<file path="src/verilog/ccs_pkg.sv">
// Purpose: Shared constants for the core special register block
// Assumes: APB with 32-bit data, one register per aligned word
// Notes:   Register index times four gives the byte address on the bus
package ccs_pkg;

  // ------------------------------------------------------------
  // Register indexes (byte address = 4 * index)
  // ------------------------------------------------------------
  localparam logic [7:0] IDX_STACK_POINTER = 8'h81;
  localparam logic [7:0] IDX_DATA_POINTER_LOW = 8'h82;
  localparam logic [7:0] IDX_DATA_POINTER_HIGH = 8'h83;
  localparam logic [7:0] IDX_PROGRAM_STATUS_WORD = 8'hd0;
  localparam logic [7:0] IDX_PRIMARY_OPERAND_REG = 8'he0;
  localparam logic [7:0] IDX_SECONDARY_OPERAND_REG = 8'hf0;

  // ------------------------------------------------------------
  // Reset values
  // ------------------------------------------------------------
  localparam logic [7:0] RST_STACK_POINTER = 8'h07;
  localparam logic [7:0] RST_DATA_POINTER_LOW = 8'h00;
  localparam logic [7:0] RST_DATA_POINTER_HIGH = 8'h00;
  localparam logic [7:0] RST_PROGRAM_STATUS_WORD = 8'h00;
  localparam logic [7:0] RST_PRIMARY_OPERAND_REG = 8'h00;
  localparam logic [7:0] RST_SECONDARY_OPERAND_REG = 8'h00;

  // ------------------------------------------------------------
  // Status word field positions
  // ------------------------------------------------------------
  localparam int POS_CARRY = 7;
  localparam int POS_HALF_CARRY = 6;
  localparam int POS_USER_ZERO = 5;
  localparam int POS_BANK_HI = 4;
  localparam int POS_BANK_LO = 3;
  localparam int POS_SIGNED_EXCESS = 2;
  localparam int POS_USER_ONE = 1;
  localparam int POS_PARITY = 0;

  // ------------------------------------------------------------
  // Working register area
  // ------------------------------------------------------------
  localparam int WREG_IDX_BITS = 3;
  localparam int BANK_BITS = 2;
  localparam logic [7:0] WREG_AREA_TOP = 8'h1f;

  // Stack pointer operation requested by the datapath
  typedef enum logic [1:0] {
    CCS_SP_HOLD,
    CCS_SP_PUSH,
    CCS_SP_POP,
    CCS_SP_LOAD
  } ccs_sp_op_t;

endpackage : ccs_pkg

</file>
<file path="src/verilog/ccs_byte_reg.sv">
// Purpose: One 8-bit architectural register with two write ports
// Assumes: Synchronous active-high reset, single clock
// Notes:   Software write port takes priority over the datapath port
module ccs_byte_reg #(
  parameter logic [7:0] RESET_VAL = 8'h00
) (
  // Clock and reset
  input wire logic clock,
  input wire logic rst,
  // Software write port
  input wire logic sw_we,
  input wire logic [7:0] sw_data,
  // Datapath write port
  input wire logic hw_we,
  input wire logic [7:0] hw_data,
  // Stored value
  output logic [7:0] q
);

  logic [7:0] val_ff;
  logic [7:0] nxt_val;

  // Bus write wins a collision: it is the later architectural intent
  assign nxt_val = sw_we ? sw_data : (hw_we ? hw_data : val_ff);
  assign q = val_ff;

  // Storage
  always_ff @(posedge clock) begin
    if (rst) begin
      val_ff <= RESET_VAL;
    end else begin
      val_ff <= nxt_val;
    end
  end

endmodule : ccs_byte_reg

</file>
<file path="src/verilog/ccs_addr_gen.sv">
// Purpose: Registered address outputs derived from the core registers
// Assumes: Inputs are flip-flop outputs on the same clock
// Notes:   Every address lags the registers that feed it by one cycle
module ccs_addr_gen (
  // Clock and reset
  input wire logic clock,
  input wire logic rst,
  // Register values
  input wire logic [1:0] bank_sel,
  input wire logic [2:0] wreg_idx,
  input wire logic [7:0] sp,
  input wire logic [15:0] data_pointer,
  input wire logic [7:0] acc,
  // Addresses
  output logic [7:0] wreg_addr,
  output logic [7:0] push_addr,
  output logic [15:0] xdata_addr,
  output logic [15:0] table_addr
);

  logic [7:0] nxt_wreg;
  logic [7:0] nxt_push;
  logic [15:0] nxt_table;
  logic [7:0] wreg_ff;
  logic [7:0] push_ff;
  logic [15:0] xdata_ff;
  logic [15:0] table_ff;

  // bank to RAM
  // Bank select forms bits 4:3, so banks sit 8 bytes apart
  // area 00h-1Fh
  assign nxt_wreg = {3'b000, bank_sel, wreg_idx};
  assign nxt_push = sp + 8'h01;
  // table address
  // Table reads wrap modulo 64K, as the datapath adder would
  assign nxt_table = data_pointer + {8'h00, acc};

  always_ff @(posedge clock) begin
    if (rst) begin
      wreg_ff <= 8'h00;
      push_ff <= 8'h00;
      xdata_ff <= 16'h0000;
      table_ff <= 16'h0000;
    end else begin
      wreg_ff <= nxt_wreg;
      push_ff <= nxt_push;
      xdata_ff <= data_pointer;
      table_ff <= nxt_table;
    end
  end

  assign wreg_addr = wreg_ff;
  assign push_addr = push_ff;
  assign xdata_addr = xdata_ff;
  assign table_addr = table_ff;

endmodule : ccs_addr_gen

</file>
<file path="src/verilog/ccs_core_regs.sv">
// Purpose: Architectural core registers of an 8-bit controller core
// Assumes: Software reaches the registers over APB, datapath by strobes
// Notes:   Zero-wait APB slave; bus writes win over datapath updates
//
// The APB register port was chosen for this implementation.
module ccs_core_regs #(
  parameter int ADDR_W = 12
) (
  // Clock and reset
  input wire logic CLOCK,
  input wire logic RST,
  // APB slave
  input wire logic PSEL,
  input wire logic PENABLE,
  input wire logic PWRITE,
  input wire logic [ADDR_W-1:0] PADDR,
  input wire logic [31:0] PWDATA,
  output logic [31:0] PRDATA,
  output logic PREADY,
  output logic PSLVERR,
  // Datapath: operand register loads
  input wire logic ACC_LOAD,
  input wire logic [7:0] ACC_DATA,
  input wire logic B_LOAD,
  input wire logic [7:0] B_DATA,
  // Datapath: arithmetic flag updates
  input wire logic CARRY_LOAD,
  input wire logic CARRY_DATA,
  input wire logic HALF_CARRY_LOAD,
  input wire logic HALF_CARRY_DATA,
  input wire logic EXCESS_LOAD,
  input wire logic EXCESS_DATA,
  // Datapath: stack pointer
  input wire ccs_pkg::ccs_sp_op_t SP_OP,
  input wire logic [7:0] SP_DATA,
  // Datapath: data pointer
  input wire logic DATA_POINTER_LOAD,
  input wire logic [15:0] DATA_POINTER_DATA,
  input wire logic DATA_POINTER_INC,
  // Datapath: working register select
  input wire logic [2:0] WREG_IDX,
  // Register values
  output logic [7:0] ACC_Q,
  output logic [7:0] B_Q,
  output logic [7:0] PSW_Q,
  output logic [7:0] SP_Q,
  output logic [15:0] DATA_POINTER_Q,
  // Derived addresses
  output logic [7:0] WREG_ADDR,
  output logic [7:0] PUSH_ADDR,
  output logic [15:0] XDATA_ADDR,
  output logic [15:0] TABLE_ADDR
);

  // ------------------------------------------------------------
  // APB decode
  // ------------------------------------------------------------
  logic [ADDR_W-3:0] word_idx;
  logic aligned;
  logic hit_sp;
  logic hit_dpl;
  logic hit_dph;
  logic hit_psw;
  logic hit_acc;
  logic hit_b;
  logic mapped;
  logic access;
  logic setup;
  logic wr_ok;

  assign word_idx = PADDR[ADDR_W-1:2];
  assign aligned = (PADDR[1:0] == 2'b00);

  // Index compare; upper address bits must be zero
  assign hit_sp = aligned && (word_idx == (ADDR_W-2)'(ccs_pkg::IDX_STACK_POINTER));
  assign hit_dpl = aligned && (word_idx == (ADDR_W-2)'(ccs_pkg::IDX_DATA_POINTER_LOW));
  assign hit_dph = aligned && (word_idx == (ADDR_W-2)'(ccs_pkg::IDX_DATA_POINTER_HIGH));
  assign hit_psw = aligned && (word_idx == (ADDR_W-2)'(ccs_pkg::IDX_PROGRAM_STATUS_WORD));
  assign hit_acc = aligned && (word_idx == (ADDR_W-2)'(ccs_pkg::IDX_PRIMARY_OPERAND_REG));
  assign hit_b = aligned && (word_idx == (ADDR_W-2)'(ccs_pkg::IDX_SECONDARY_OPERAND_REG));
  assign mapped = hit_sp | hit_dpl | hit_dph | hit_psw | hit_acc | hit_b;

  // Zero-wait slave: every access phase completes in its first cycle
  assign setup = PSEL && !PENABLE;
  assign access = PSEL && PENABLE;
  assign wr_ok = access && PWRITE && mapped;
  assign PREADY = 1'b1;
  assign PSLVERR = access && !mapped;

  // Per-register software write strobes
  logic sw_sp;
  logic sw_dpl;
  logic sw_dph;
  logic sw_psw;
  logic sw_acc;
  logic sw_b;
  logic [7:0] sw_byte;

  assign sw_sp = wr_ok && hit_sp;
  assign sw_dpl = wr_ok && hit_dpl;
  assign sw_dph = wr_ok && hit_dph;
  assign sw_psw = wr_ok && hit_psw;
  assign sw_acc = wr_ok && hit_acc;
  assign sw_b = wr_ok && hit_b;
  assign sw_byte = PWDATA[7:0];

  // ------------------------------------------------------------
  // Operand registers
  // ------------------------------------------------------------
  logic [7:0] acc_q;
  logic [7:0] b_q;

  ccs_byte_reg #(
    .RESET_VAL(ccs_pkg::RST_PRIMARY_OPERAND_REG)
  ) u_acc (
    .clock(CLOCK),
    .rst(RST),
    .sw_we(sw_acc),
    .sw_data(sw_byte),
    .hw_we(ACC_LOAD),
    .hw_data(ACC_DATA),
    .q(acc_q)
  );

  ccs_byte_reg #(
    .RESET_VAL(ccs_pkg::RST_SECONDARY_OPERAND_REG)
  ) u_b (
    .clock(CLOCK),
    .rst(RST),
    .sw_we(sw_b),
    .sw_data(sw_byte),
    .hw_we(B_LOAD),
    .hw_data(B_DATA),
    .q(b_q)
  );

  // ------------------------------------------------------------
  // Stack pointer
  // ------------------------------------------------------------
  logic [7:0] sp_q;
  logic sp_hw_we;
  logic [7:0] sp_hw_data;

  // increment on push
  // Push bumps the pointer first so the stored byte lands at sp+1;
  // pop reads at sp and then steps back. Both wrap modulo 256.
  assign sp_hw_we = (SP_OP != ccs_pkg::CCS_SP_HOLD);
  assign sp_hw_data = (SP_OP == ccs_pkg::CCS_SP_PUSH) ? sp_q + 8'h01 :
                      (SP_OP == ccs_pkg::CCS_SP_POP) ? sp_q - 8'h01 : SP_DATA;

  ccs_byte_reg #(
    .RESET_VAL(ccs_pkg::RST_STACK_POINTER)
  ) u_sp (
    .clock(CLOCK),
    .rst(RST),
    .sw_we(sw_sp),
    .sw_data(sw_byte),
    .hw_we(sp_hw_we),
    .hw_data(sp_hw_data),
    .q(sp_q)
  );

  // ------------------------------------------------------------
  // Data pointer
  // ------------------------------------------------------------
  logic [7:0] dpl_q;
  logic [7:0] dph_q;
  logic dp_hw_we;
  logic [15:0] dp_hw_data;

  // 16-bit load or step
  // A full load beats an increment issued in the same cycle
  assign dp_hw_we = DATA_POINTER_LOAD || DATA_POINTER_INC;
  assign dp_hw_data = DATA_POINTER_LOAD ? DATA_POINTER_DATA : {dph_q, dpl_q} + 16'h0001;

  ccs_byte_reg #(
    .RESET_VAL(ccs_pkg::RST_DATA_POINTER_LOW)
  ) u_dpl (
    .clock(CLOCK),
    .rst(RST),
    .sw_we(sw_dpl),
    .sw_data(sw_byte),
    .hw_we(dp_hw_we),
    .hw_data(dp_hw_data[7:0]),
    .q(dpl_q)
  );

  ccs_byte_reg #(
    .RESET_VAL(ccs_pkg::RST_DATA_POINTER_HIGH)
  ) u_dph (
    .clock(CLOCK),
    .rst(RST),
    .sw_we(sw_dph),
    .sw_data(sw_byte),
    .hw_we(dp_hw_we),
    .hw_data(dp_hw_data[15:8]),
    .q(dph_q)
  );

  // ------------------------------------------------------------
  // Program status word
  // ------------------------------------------------------------
  logic carry_ff;
  logic half_carry_ff;
  logic user_zero_ff;
  logic [1:0] bank_ff;
  logic excess_ff;
  logic user_one_ff;
  logic parity_ff;
  logic nxt_carry;
  logic nxt_half_carry;
  logic nxt_excess;
  logic nxt_user_zero;
  logic nxt_user_one;
  logic [1:0] nxt_bank;
  logic [7:0] nxt_acc;
  logic nxt_parity;

  // arithmetic flags
  // Bus writes to the status word or datapath strobes update the flags; otherwise they hold
  assign nxt_carry = sw_psw ? sw_byte[ccs_pkg::POS_CARRY] :
                     (CARRY_LOAD ? CARRY_DATA : carry_ff);
  assign nxt_half_carry = sw_psw ? sw_byte[ccs_pkg::POS_HALF_CARRY] :
                          (HALF_CARRY_LOAD ? HALF_CARRY_DATA : half_carry_ff);
  assign nxt_excess = sw_psw ? sw_byte[ccs_pkg::POS_SIGNED_EXCESS] :
                      (EXCESS_LOAD ? EXCESS_DATA : excess_ff);

  assign nxt_user_zero = sw_psw ? sw_byte[ccs_pkg::POS_USER_ZERO] : user_zero_ff;
  assign nxt_user_one = sw_psw ? sw_byte[ccs_pkg::POS_USER_ONE] : user_one_ff;
  assign nxt_bank = sw_psw ? sw_byte[ccs_pkg::POS_BANK_HI:ccs_pkg::POS_BANK_LO] : bank_ff;

  // even parity tracking
  // Parity follows the next operand value so it never lags the register;
  // a software write to its bit is ignored.
  assign nxt_acc = sw_acc ? sw_byte : (ACC_LOAD ? ACC_DATA : acc_q);
  assign nxt_parity = ^nxt_acc;

  // Status word storage
  always_ff @(posedge CLOCK) begin
    if (RST) begin
      carry_ff <= ccs_pkg::RST_PROGRAM_STATUS_WORD[ccs_pkg::POS_CARRY];
      half_carry_ff <= ccs_pkg::RST_PROGRAM_STATUS_WORD[ccs_pkg::POS_HALF_CARRY];
      user_zero_ff <= ccs_pkg::RST_PROGRAM_STATUS_WORD[ccs_pkg::POS_USER_ZERO];
      bank_ff <= ccs_pkg::RST_PROGRAM_STATUS_WORD[ccs_pkg::POS_BANK_HI:ccs_pkg::POS_BANK_LO];
      excess_ff <= ccs_pkg::RST_PROGRAM_STATUS_WORD[ccs_pkg::POS_SIGNED_EXCESS];
      user_one_ff <= ccs_pkg::RST_PROGRAM_STATUS_WORD[ccs_pkg::POS_USER_ONE];
      parity_ff <= ccs_pkg::RST_PROGRAM_STATUS_WORD[ccs_pkg::POS_PARITY];
    end else begin
      carry_ff <= nxt_carry;
      half_carry_ff <= nxt_half_carry;
      user_zero_ff <= nxt_user_zero;
      bank_ff <= nxt_bank;
      excess_ff <= nxt_excess;
      user_one_ff <= nxt_user_one;
      parity_ff <= nxt_parity;
    end
  end

  logic [7:0] psw_q;
  assign psw_q = {carry_ff, half_carry_ff, user_zero_ff, bank_ff,
                  excess_ff, user_one_ff, parity_ff};

  // ------------------------------------------------------------
  // Read data
  // ------------------------------------------------------------
  logic [7:0] rd_byte;
  logic [31:0] prdata_ff;
  logic [31:0] nxt_prdata;

  // Unmapped reads return zero alongside the error response
  assign rd_byte = hit_sp ? sp_q :
                   hit_dpl ? dpl_q :
                   hit_dph ? dph_q :
                   hit_psw ? psw_q :
                   hit_acc ? acc_q :
                   hit_b ? b_q : 8'h00;
  assign nxt_prdata = (setup && !PWRITE) ? {24'h000000, rd_byte} : prdata_ff;

  // Capture in the setup cycle so data are steady for the access phase
  always_ff @(posedge CLOCK) begin
    if (RST) begin
      prdata_ff <= 32'h00000000;
    end else begin
      prdata_ff <= nxt_prdata;
    end
  end

  assign PRDATA = prdata_ff;

  // ------------------------------------------------------------
  // Derived addresses
  // ------------------------------------------------------------
  // external and table addresses
  ccs_addr_gen u_addr (
    .clock(CLOCK),
    .rst(RST),
    .bank_sel(bank_ff),
    .wreg_idx(WREG_IDX),
    .sp(sp_q),
    .data_pointer({dph_q, dpl_q}),
    .acc(acc_q),
    .wreg_addr(WREG_ADDR),
    .push_addr(PUSH_ADDR),
    .xdata_addr(XDATA_ADDR),
    .table_addr(TABLE_ADDR)
  );

  // Register values to the datapath
  assign ACC_Q = acc_q;
  assign B_Q = b_q;
  assign PSW_Q = psw_q;
  assign SP_Q = sp_q;
  assign DATA_POINTER_Q = {dph_q, dpl_q};

endmodule : ccs_core_regs

</file>
<file path="config.mk">
export PLATFORM = sky130hd
export DESIGN_NAME = ccs_core_regs
export DESIGN_NICKNAME = d
export VERILOG_FILES = /design/src/verilog/ccs_pkg.sv /design/src/verilog/ccs_byte_reg.sv /design/src/verilog/ccs_addr_gen.sv /design/src/verilog/ccs_core_regs.sv
export SDC_FILE = /design/constraint.sdc
export NUM_CORES = 1
export LEC_CHECK = 0
export ABC_CLOCK_PERIOD_IN_PS = 3600
export BUFFER_PORTS_ARGS = -buffer_cell sky130_fd_sc_hd__buf_4
export CORE_UTILIZATION = 25
export DETAILED_ROUTE_END_ITERATION = 16
export PLACE_DENSITY = 0.45
export SETUP_SLACK_MARGIN = 0.2
export SYNTH_ARGS = -nofsm -noshare
export SYNTH_HDL_FRONTEND = slang
export SYNTH_SLANG_ARGS = --single-unit
</file>
<file path="constraint.sdc">
create_clock -name CLOCK -period 3.6 [get_ports CLOCK]
set_input_delay 0.18 -clock CLOCK [delete_from_list [all_inputs] [get_ports CLOCK]]
set_output_delay 0.18 -clock CLOCK [all_outputs]
set_load 0.05 [all_outputs]
</file>
Word-level counts from Yosys, hierarchy flattened
Cells that the tools add are included.
{"block": "totals", "reg_bits": 104, "input_bits": 104, "out_inout_bits": 130, "wordCells": 92}
{"block": "classes", "addsub": 4, "eq_ne": 8, "muxes": 25, "n_bitwise": 5, "n_reduce_logical": 32}
{"cell": "8-bit 2-to-1 mux", "n": 18}
{"cell": "10-bit by 8-bit == test with 1-bit output, second input constant", "n": 6}
{"cell": "1-bit logical AND", "n": 18}
{"cell": "16-bit by 1-bit adder with 16-bit output, second input constant", "n": 1}
{"cell": "16-bit by 8-bit adder with 16-bit output", "n": 1}
{"cell": "16-bit 2-to-1 mux", "n": 1}
{"cell": "2-bit nonzero test", "n": 8}
{"cell": "8-bit by 1-bit adder with 8-bit output, second input constant", "n": 1}
{"cell": "8-bit XOR reduction", "n": 1}
{"cell": "8-bit by 1-bit subtractor with 8-bit output, second input constant", "n": 1}
{"cell": "1-bit 2-to-1 mux", "n": 6}
{"cell": "1-bit OR", "n": 5}
{"cell": "1-bit logical NOT", "n": 3}
{"cell": "2-bit by 1-bit == test with 1-bit output, second input constant", "n": 1}
{"cell": "2-bit == test, second input constant", "n": 1}
{"cell": "2-bit logical NOT", "n": 1}
{"cell": "1-bit logical OR", "n": 1}

Depth between registers and ports, before layout
Gate-level depths: netlist of the first run.
{"block": "depth", "word_depth": 11, "mapped_depth": 8, "depth_no_buf": 8}

Modules after synthesis
From an unflattened synthesis of the first run, not the netlist that was laid out.
{"block": "hier_totals", "cells_unflattened": 672, "hier_area_um2": 5933.2}
{"mod": "ccs_core_regs", "instances": 1, "cells_per_inst": 319, "area_each_um2": 2303.5, "seq_area_each_um2": 320.3}
{"mod": "ccs_addr_gen", "instances": 1, "cells_per_inst": 177, "area_each_um2": 1783.0, "seq_area_each_um2": 900.9}
{"mod": "ccs_byte_reg (u_acc ...)", "instances": 4, "cells_per_inst": 35, "area_each_um2": 369.1, "seq_area_each_um2": 160.2}
{"mod": "ccs_byte_reg (u_sp)", "instances": 1, "cells_per_inst": 36, "area_each_um2": 370.4, "seq_area_each_um2": 160.2}

Worst setup path before layout of the first run
No wires, ideal clock.
{"block": "synth_path", "path_type": "register to register", "from": "register u_dpl.val_ff[0], in the netlist u_dpl.q[0]", "to": "register u_addr.table_ff[14], in the netlist u_addr.table_addr[14]", "setup_ns": 0.121, "arrival_time_ns": 2.668, "required_ns": 3.479, "setup_slack_ns": 0.812, "path_stages_with_launch": 9, "n_path_buf": 0, "period_less_slack_ns": 2.788, "path_cell_list": "dfxtp_1 ha_1 inv_1 fa_1 nor2b_1 o2111a_1 o21ai_0 a2111oi_0 mux2_2"}
{"block": "synth_between", "elab_chain_cells": 1}
{"item": "from (decl)", "line_no": "ccs_byte_reg.sv:20", "source": "logic [7:0] val_ff;"}
{"item": "from (signal assigned)", "line_no": "ccs_byte_reg.sv:32", "source": "val_ff <= nxt_val;"}
{"item": "16-bit by 8-bit adder with 16-bit output", "line_no": "ccs_addr_gen.sv:36", "source": "assign nxt_table = data_pointer + {8'h00, acc};"}
{"item": "to (signal assigned)", "line_no": "ccs_addr_gen.sv:48", "source": "table_ff <= nxt_table;"}
{"item": "to (decl)", "line_no": "ccs_addr_gen.sv:27", "source": "logic [15:0] table_ff;"}
No other way between the ends.
A chain may end at the register's enable or synchronous reset.

Worst setup path after layout of the first run
{"block": "layout_path", "from": "register u_acc.val_ff[0], in the netlist u_acc.q[0]", "to": "register u_addr.table_ff[14], in the netlist u_addr.table_addr[14]"}
{"block": "layout_between", "elab_chain_cells": 1}
{"item": "from (decl)", "line_no": "ccs_byte_reg.sv:20"}
{"item": "from (signal assigned)", "line_no": "ccs_byte_reg.sv:32"}
{"item": "16-bit by 8-bit adder with 16-bit output", "line_no": "ccs_addr_gen.sv:36"}
No other way between the ends.

==> impl_results.rst, run 1 <==
.. list-table::
   :header-rows: 1

   * - Metric
     - Value
   * - Final-report setup violation count
     - 0
   * - Starting density of the core
     - 25.6%
   * - Library cells used by synthesis
     - 67
   * - DP Area
     - 7280 um2
   * - Slowest cell delay on critical path
     - around 570 ps
   * - Clock H-tree levels
     - 3
   * - Initial drt markers
     - 236
   * - Std cell rows
     - 55
   * - RePlAce Congestion
     - 0.821
   * - Wire length reported by the detailed router
     - 20.7 mm
   * - Root buf cell
     - clkbuf_16
   * - Reg2Reg Depth
     - 8
   * - Chip Height
     - ~150 um
   * - Total congestion overflow after global routing
     - 0
   * - Worst Path Arrival
     - 3040 ps
   * - Final Power
     - approximately 0.0032 W
   * - Max Clk Rate
     - 0.358 GHz
   * - Peak supply drop
     - 0.203 mV
   * - Global-route wire length before repair
     - around 31 mm
   * - Period utilization
     - 77.5%
   * - Via count
     - 5350
   * - Final net count
     - 956
   * - Synth warnings
     - 0
   * - Total area of sequential cells
     - 2020 um2
   * - Transition time at the pin with the least slew margin
     - 936 ps
   * - Post-Syn Area per Cell
     - approximately 8.4 um2
   * - Share of synthesized area occupied by flip-flops and latches
     - between 30% and 40%
   * - Status
     - finished clean
   * - Area contributors post-synth
     - dfxtp_1 35%, mux2i_1 5.1%, nor2_1 4.7%, buf_4 4.4%, xnor2_1 3.9%
   * - Max-Slew Margin vs Limit
     - 36.7%
   * - Pins over their slew limit
     - 0
   * - Proportion of register bits with asynchronous set or reset after synthesis
     - 0%
   * - Number of antenna cells inserted
     - 0
   * - Maximum number of pins on one net before global-route repair
     - 53
   * - Combined area of the multi-input logic cells
     - 3410 um2
   * - HP Class
     - in2reg
   * - Most common cell after layout, fill and taps aside
     - buf_4
   * - Finished layout cell area
     - 7610 um2
   * - CTS Sinks
     - 101
   * - Routed len/inst
     - roughly 18 um
   * - Hold_ws
     - 26.0 ps
   * - Path type of the worst setup path
     - reg2reg
   * - Unrepaired setup endpoints after global routing
     - false
   * - Post-Synthesis Cells
     - 696
   * - Vias in the first global route
     - 5112
   * - Count of port buffers added during placement
     - between 150 and 200
   * - Worst hold path cell count
     - 2
   * - Insertion delay to the later sink of the worst-skew pair
     - approximately 360 ps
   * - Deepest clock path buffer count
     - 2
   * - Layout filler cell count
     - approximately 2.4k
   * - Setup clock skew after layout
     - 12.9 ps
   * - Proportion of netlist area held by the largest area contributor
     - about a third
   * - Final min period
     - ~2800 ps
   * - Post-CTS repair timing setup buffer count
     - 0
   * - Max-cap viol count
     - 0
   * - Post-synthesis register bit count
     - approximately 100
   * - Post-synth top flop
     - dfxtp_1
   * - DRC violations left
     - 0
   * - Die Footprint
     - 24000 um2
   * - Crit path max fanout
     - 5
   * - Kind of start point of the critical path
     - flip-flop
   * - Post-DP HPWL
     - between 15 and 20 mm
   * - Standard cell core area
     - approximately 23000 um2
   * - Clock buffers created by TritonCTS
     - 9
   * - Endpoints failing hold
     - 0
   * - Number of antenna violations at the first check in global routing
     - 0
   * - Synth area leader
     - dfxtp_1
   * - Die Wd
     - 155 um
   * - Count of antenna-violating nets left after detailed routing
     - 0
   * - CP Data Required Time
     - slightly below 4000 ps
   * - Detailed-route vias per instance
     - 4.62
   * - Pwr Density
     - 419 nW/um2
   * - Fraction of final layout cells sized beyond drive strength 1
     - 27.9%
   * - Minimum setup slack among reg-to-reg paths
     - between 800 and 900 ps
   * - I/O pin total
     - 234
   * - Clock edge transition at the registers on the reported setup and hold paths
     - 80 ps
   * - Number of synthesized flops with an enable pin
     - 0
   * - Commonest non-fill, non-tap cells in the layout
     - 188 x buf_4, 101 x dfxtp_1, 73 x nor2_1
   * - Cell with the largest stage delay on the worst path
     - a2111oi_0
   * - Global-route total usage across every layer
     - between 10% and 20%
   * - Critical path capture point type
     - flip-flop
   * - Chain of cells forming the critical path
     - ha_1 -> inv_1 -> fa_1 -> nor2b_1 -> o2111a_1 -> o21ai_0 -> a2111oi_0 -> mux2_2
   * - Cell leakage power
     - 3.31 nW
   * - Sum of negative setup slack
     - 0 ps
   * - Total of hold buffers inserted after clock tree synthesis
     - 0
   * - CTS resizes
     - 0
   * - Synth Cell Area
     - slightly below 6000 um2
   * - TritonCTS clock tree
     - done
   * - Iteration count of the initial detailed-routing pass
     - 7
   * - Area delta synth->final
     - 30.3%
worst paths after layout:
kind	end	startpoint
setup / recovery	u_addr.table_addr[14]	u_acc.q[0]
hold / removal	u_addr.wreg_addr[0]	WREG_IDX[0]
setup reg to reg	u_addr.table_addr[14]	u_acc.q[0]
hold reg to reg	PRDATA[5]	PRDATA[5]
cells by family (layout without fill, tap and decap cells):
logic type / after synthesis / in the layout / synth area share, %
AOI/OAI and AO/OA: 152 / 152 / 17.6
xor gates and xnor gates: 44 / 44 / 6.60
adders and majority gates: 12 / 12 / 2.70
buffers and inverters: 95 / 218 / 8.70
DFF: 101 / 101 / 34.6
muxes: 45 / 45 / 8.23
other: 2 / 28 / 0.129
and+or+nand+nor: 245 / 245 / 21.4
sequential cells by signal, summed over array words and instances (netlist names), 2 cells and up:
register / count
u_addr.push_addr: 8
u_addr.wreg_addr: 5
u_dph.q: 8
u_acc.q: 8
bank_ff: 2
u_sp.q: 8
u_addr.xdata_addr: 16
PRDATA: 8
u_dpl.q: 8
u_addr.table_addr: 16
u_b.q: 8
worst max-delay path: cells and delay by family (launching register included):
family	cells	cell delay, ps
multiplexers	1	390
AO/OA/AOI/OAI	3	970
buffers and inverters	1	60
adder cells (fa/ha/maj)	2	590
AND/OR/NAND/NOR	1	190
flip-flops	1	450
final cells by class:
cell class	instances	area share [%]
Timing Repair Buffer	188	18.5
Inverter	14	0.691
Multi-Input combinational cell	526	44.8
Sequential cell	101	26.6
Clock inverter	5	1.09
Clock buffer	11	3.19
Tap cell	313	5.15
Yosys cell counts, drive strengths merged, types with 14 or more instances:
cell,n
a211oi,26
xor2,18
buf,46
inv,14
dfxtp,101
xnor2,26
a21oi,32
nor2,73
clkbuf,34
nor2b,27
mux2,14
nand3,25
nand2,54
o21ai,35
mux2i,30
layer usage:
layer	wire length [um]	part of all wire, %	global-route usage, %	vias up
met5	0	0	0	-
met4	303	1.5	4.53	0
met1	9260	45	23.0	2456
met2	9730	47	28.8	188
met3	1390	6.7	4.37	16
li1	-	-	-	2690
report_power, final:
group | internal (W) | switching (W) | leakage (nW) | total, W
combinational | 0.000284 | 0.000544 | 2.32 | 0.000828
sequential | 0.00118 | 0.0000830 | 0.830 | 0.00127
clock | 0.000632 | 0.000459 | 0.160 | 0.00109
total | 0.00210 | 0.00109 | 3.31 | 0.00319
stage by stage:
stage	setup WS (ps)	std cells	utilization, %
after floorplan	812	722	-
after global placement	877	1142	32.0
after detailed placement	833	1142	32.0
after CTS	795	1158	33.4
after global routing	593	1158	33.4
final	809	1158	33.4
(Power assumes the default switching activity.)
==> run 2, diff against run 1 <==
--- a/config.mk
+++ b/config.mk
@@ -5,7 +5,8 @@
 export SDC_FILE = /design/constraint.sdc
 export NUM_CORES = 1
 export LEC_CHECK = 0
-export ABC_CLOCK_PERIOD_IN_PS = 3600
+export ABC_AREA = 1
+export ABC_CLOCK_PERIOD_IN_PS = 2650
 export BUFFER_PORTS_ARGS = -buffer_cell sky130_fd_sc_hd__buf_4
 export CORE_UTILIZATION = 25
 export DETAILED_ROUTE_END_ITERATION = 16
==> constraint.sdc (replaced) <==
create_clock -name CLOCK -period 2.65 [get_ports CLOCK]
set_input_delay 0.1325 -clock CLOCK [delete_from_list [all_inputs] [get_ports CLOCK]]
set_output_delay 0.1325 -clock CLOCK [all_outputs]
set_load 0.05 [all_outputs]
==> run 2 against run 1 <==
Net effect:
- total power is 35% higher
- core utilization is 0.40 points higher
- clock power is 33% higher
- largest cell class unchanged
- maximum frequency is 21% higher
- highest routed layer unchanged
- clock skew is 3.5 ps lower
- clock-buffer cell count is 1 lower
==> impl_results.rst, run 2 <==
.. list-table::
   :header-rows: 1

   * - Metric
     - Value
   * - Area delta synth->final
     - 32.8%
   * - Sum of negative setup slack
     - 0 ps (unchanged)
   * - Number of synthesized flops with an enable pin
     - 0 (unchanged)
   * - Post-Synthesis Cells
     - 871 (+25%)
   * - Post-Syn Area per Cell
     - 6.86 um2 (-18%)
   * - Status
     - finished clean
   * - Standard cell core area
     - 23500 um2 (+3.0%)
   * - Clock H-tree levels
     - 3 (unchanged)
   * - Proportion of register bits with asynchronous set or reset after synthesis
     - 0% (unchanged)
   * - Library cells used by synthesis
     - 48 (-28%)
   * - Endpoints failing hold
     - 0 (unchanged)
   * - Via count
     - 6257 (+17%)
   * - Deepest clock path buffer count
     - 2 (unchanged)
   * - Detailed-route vias per instance
     - 4.57 (-1.1%)
   * - Commonest non-fill, non-tap cells in the layout
     - 194 x buf_4, 167 x nand2_1, 117 x inv_1
   * - Synth area leader
     - dfxtp_1
   * - Share of synthesized area occupied by flip-flops and latches
     - 33.9% (-0.78 points)
   * - Post-synth top flop
     - dfxtp_1
   * - Chip Height
     - 157 um (+1.1%)
   * - Peak supply drop
     - 0.226 mV (+12%)
   * - Proportion of netlist area held by the largest area contributor
     - 33.9% (-0.78 points)
   * - Clock buffers created by TritonCTS
     - 9 (unchanged)
   * - Max-cap viol count
     - 0 (unchanged)
   * - Final min period
     - 2310 ps (-481 ps)
   * - Minimum setup slack among reg-to-reg paths
     - 340 ps (-470 ps)
   * - HP Class
     - in2reg
   * - Routed len/inst
     - 16.5 um (-7.4%)
   * - Worst Path Arrival
     - 2540 ps (-500 ps)
   * - Post-synthesis register bit count
     - 101 (unchanged)
   * - Unrepaired setup endpoints after global routing
     - true
   * - Insertion delay to the later sink of the worst-skew pair
     - 360 ps (about the same)
   * - DRC violations left
     - 0 (unchanged)
   * - Global-route total usage across every layer
     - 18.8% (+1.2 points)
   * - Count leader, synth
     - nand2_1
   * - Synth Cell Area
     - 5970 um2 (+2.3%)
   * - Std cell rows
     - 56 (+1.8%)
   * - Count of port buffers added during placement
     - 181 (unchanged)
   * - Chain of cells forming the critical path
     - inv_1 -> nor3_1 -> nand4_1 -> nor2_1 -> nand2_1 -> nor3_1 -> o21ai_0 -> a21oi_1 -> nor2_1
   * - Most common cell after layout, fill and taps aside
     - buf_4
   * - Slowest cell delay on critical path
     - 450 ps (-120 ps)
   * - Iteration count of the initial detailed-routing pass
     - 5 (-2)
   * - Synth top cells by count
     - 168 x nand2_1, 118 x inv_1, 101 x dfxtp_1, 98 x nor2_1, 73 x o21ai_0
   * - Setup clock skew after layout
     - 9.42 ps (-3.45 ps)
   * - CP Data Required Time
     - 2880 ps (-970 ps)
   * - TritonCTS clock tree
     - done
   * - Period utilization
     - 87.1% (+9.6 points)
   * - Cell with the largest stage delay on the worst path
     - dfxtp_1
   * - Clock edge transition at the registers on the reported setup and hold paths
     - 70 ps (about the same)
   * - Number of antenna cells inserted
     - 0 (unchanged)
   * - Root buf cell
     - clkbuf_16
   * - Total congestion overflow after global routing
     - 0 (unchanged)
   * - Starting density of the core
     - 25.4% (-0.18 points)
   * - Critical path capture point type
     - flip-flop
   * - Final net count
     - 1163 (+22%)
   * - Post-CTS repair timing setup buffer count
     - 0 (unchanged)
   * - Wire length reported by the detailed router
     - 22.7 mm (+9.5%)
   * - Cell leakage power
     - 3.84 nW (+16%)
   * - Crit path max fanout
     - 5 (unchanged)
   * - Maximum number of pins on one net before global-route repair
     - 44 (-17%)
   * - Post-DP HPWL
     - 17.7 mm (+15%)
   * - I/O pin total
     - 234 (unchanged)
   * - Final-report setup violation count
     - 0 (unchanged)
   * - Global-route wire length before repair
     - 34.2 mm (+9.2%)
   * - Initial drt markers
     - 441 (+87%)
   * - RePlAce Congestion
     - 0.850 (+3.5%)
   * - Max-Slew Margin vs Limit
     - 60.1% (+23 points)
   * - Path type of the worst setup path
     - reg2reg
   * - Vias in the first global route
     - 5876 (+15%)
   * - Area contributors post-synth
     - dfxtp_1 34%, nand2_1 11%, inv_1 7.4%, nor2_1 6.2%, o21ai_0 6.1%
   * - Pwr Density
     - 541 nW/um2 (+29%)
   * - CTS Sinks
     - 101 (unchanged)
   * - Pins over their slew limit
     - 0 (unchanged)
   * - Final Power
     - 0.00429 W (+35%)
   * - Pre-CTS WS
     - 92.7 ps (-740 ps)
   * - Final setup slack of the worst path
     - 341 ps (-469 ps)
   * - Max Clk Rate
     - 0.433 GHz (+21%)
   * - Transition time at the pin with the least slew margin
     - 597 ps (-339 ps)
   * - Number of antenna violations at the first check in global routing
     - 0 (unchanged)
   * - Kind of start point of the critical path
     - flip-flop
   * - Synth warnings
     - 0 (unchanged)
   * - Count of antenna-violating nets left after detailed routing
     - 0 (unchanged)
   * - Die Footprint
     - 24500 um2 (+2.3%)
   * - Die Wd
     - 157 um (+1.1%)
   * - Fraction of final layout cells sized beyond drive strength 1
     - 24.5% (-3.5 points)
==> run 2: cell count changes in the layout (fill, tap and decap cells not counted), sizes merged, moves of 11 or more <==
cell	change
nand3	+11
mux2	-14
o21ai	+49
a211oi	-23
nor2b	-27
mux2i	-25
inv	+110
nor2	+33
a21oi	+24
o211ai	+15
nor4	-11
nand2	+124
xnor2	-26
==> run 2: cells by family after synthesis <==
family                     count (synthesis)  synth area share (%)
muxes                                      5                 0.838
buffers and inverters                    184                  14.0
xor gates and xnor gates                  13                  1.91
and+or+nand+nor                          350                  26.1
adders and majority gates                 12                  2.64
other                                      2                 0.126
AOI/OAI and AO/OA                        204                  20.5
DFF                                      101                  33.9
==> run 2: metrics by stage <==
step,hold WS (ps),std cells,util [%],area (um2)
final,61.2,1370,33.8,7930
after global routing,94.2,1370,33.8,7930
after CTS,54.8,1370,33.7,7910
after detailed placement,344,1352,32.2,7570
after global placement,337,1352,32.2,7570
after floorplan,216,897,-,6080
==> run 2: worst max-delay path, delay by kind of cell (launching register included) <==
kind                   cells  cell delay (ps)
AOI/OAI and AO/OA          2              250
buffers and inverters      1              180
DFF                        1              450
and+or+nand+nor            6             1310
==> run 2: area by class of cell <==
type / count / area, um2
timing repair buffer: 197 / 1490
clock buffer: 10 / 239
tap: 319 / 399
fill: 2610 / 15500
clock inverter: 5 / 75.1
multi-input combinational: 612 / 3230
inverter: 126 / 473
sequential: 101 / 2030
==> run 2: metal layers <==
| metal | GRT usage [%] | vias up | wire length (um) |
|---|---|---|---|
| met5 | 0 | - | 0 |
| met4 | 5.46 | 0 | 479 |
| met3 | 3.99 | 28 | 1400 |
| met2 | 29.9 | 229 | 10300 |
| met1 | 25.5 | 2832 | 10400 |
| li1 | - | 3168 | - |
==> run 2: worst paths after layout <==
path                                  from         end  cells past startpoint
worst max-delay path            u_dpl.q[5]  u_dph.q[7]                      9
worst min-delay path            CARRY_DATA    carry_ff                      3
worst max register to register  u_dpl.q[5]  u_dph.q[7]                      9
worst min register to register   PRDATA[5]   PRDATA[5]                      2
==> run 2: power breakdown <==
part	switching (W)	internal (W)	leakage (nW)	total [W]
sequential	0.0000786	0.00161	0.831	0.00169
clock	0.000603	0.000844	0.158	0.00145
combinational	0.000809	0.000346	2.85	0.00116
==> run 2: what timing repair did <==
action	CTS	global route
gates resized for setup	1	9
endpoints found under the hold margin	3	0
gates cloned	0	0
hold buffers	3	0
endpoints found under the setup margin	2	5
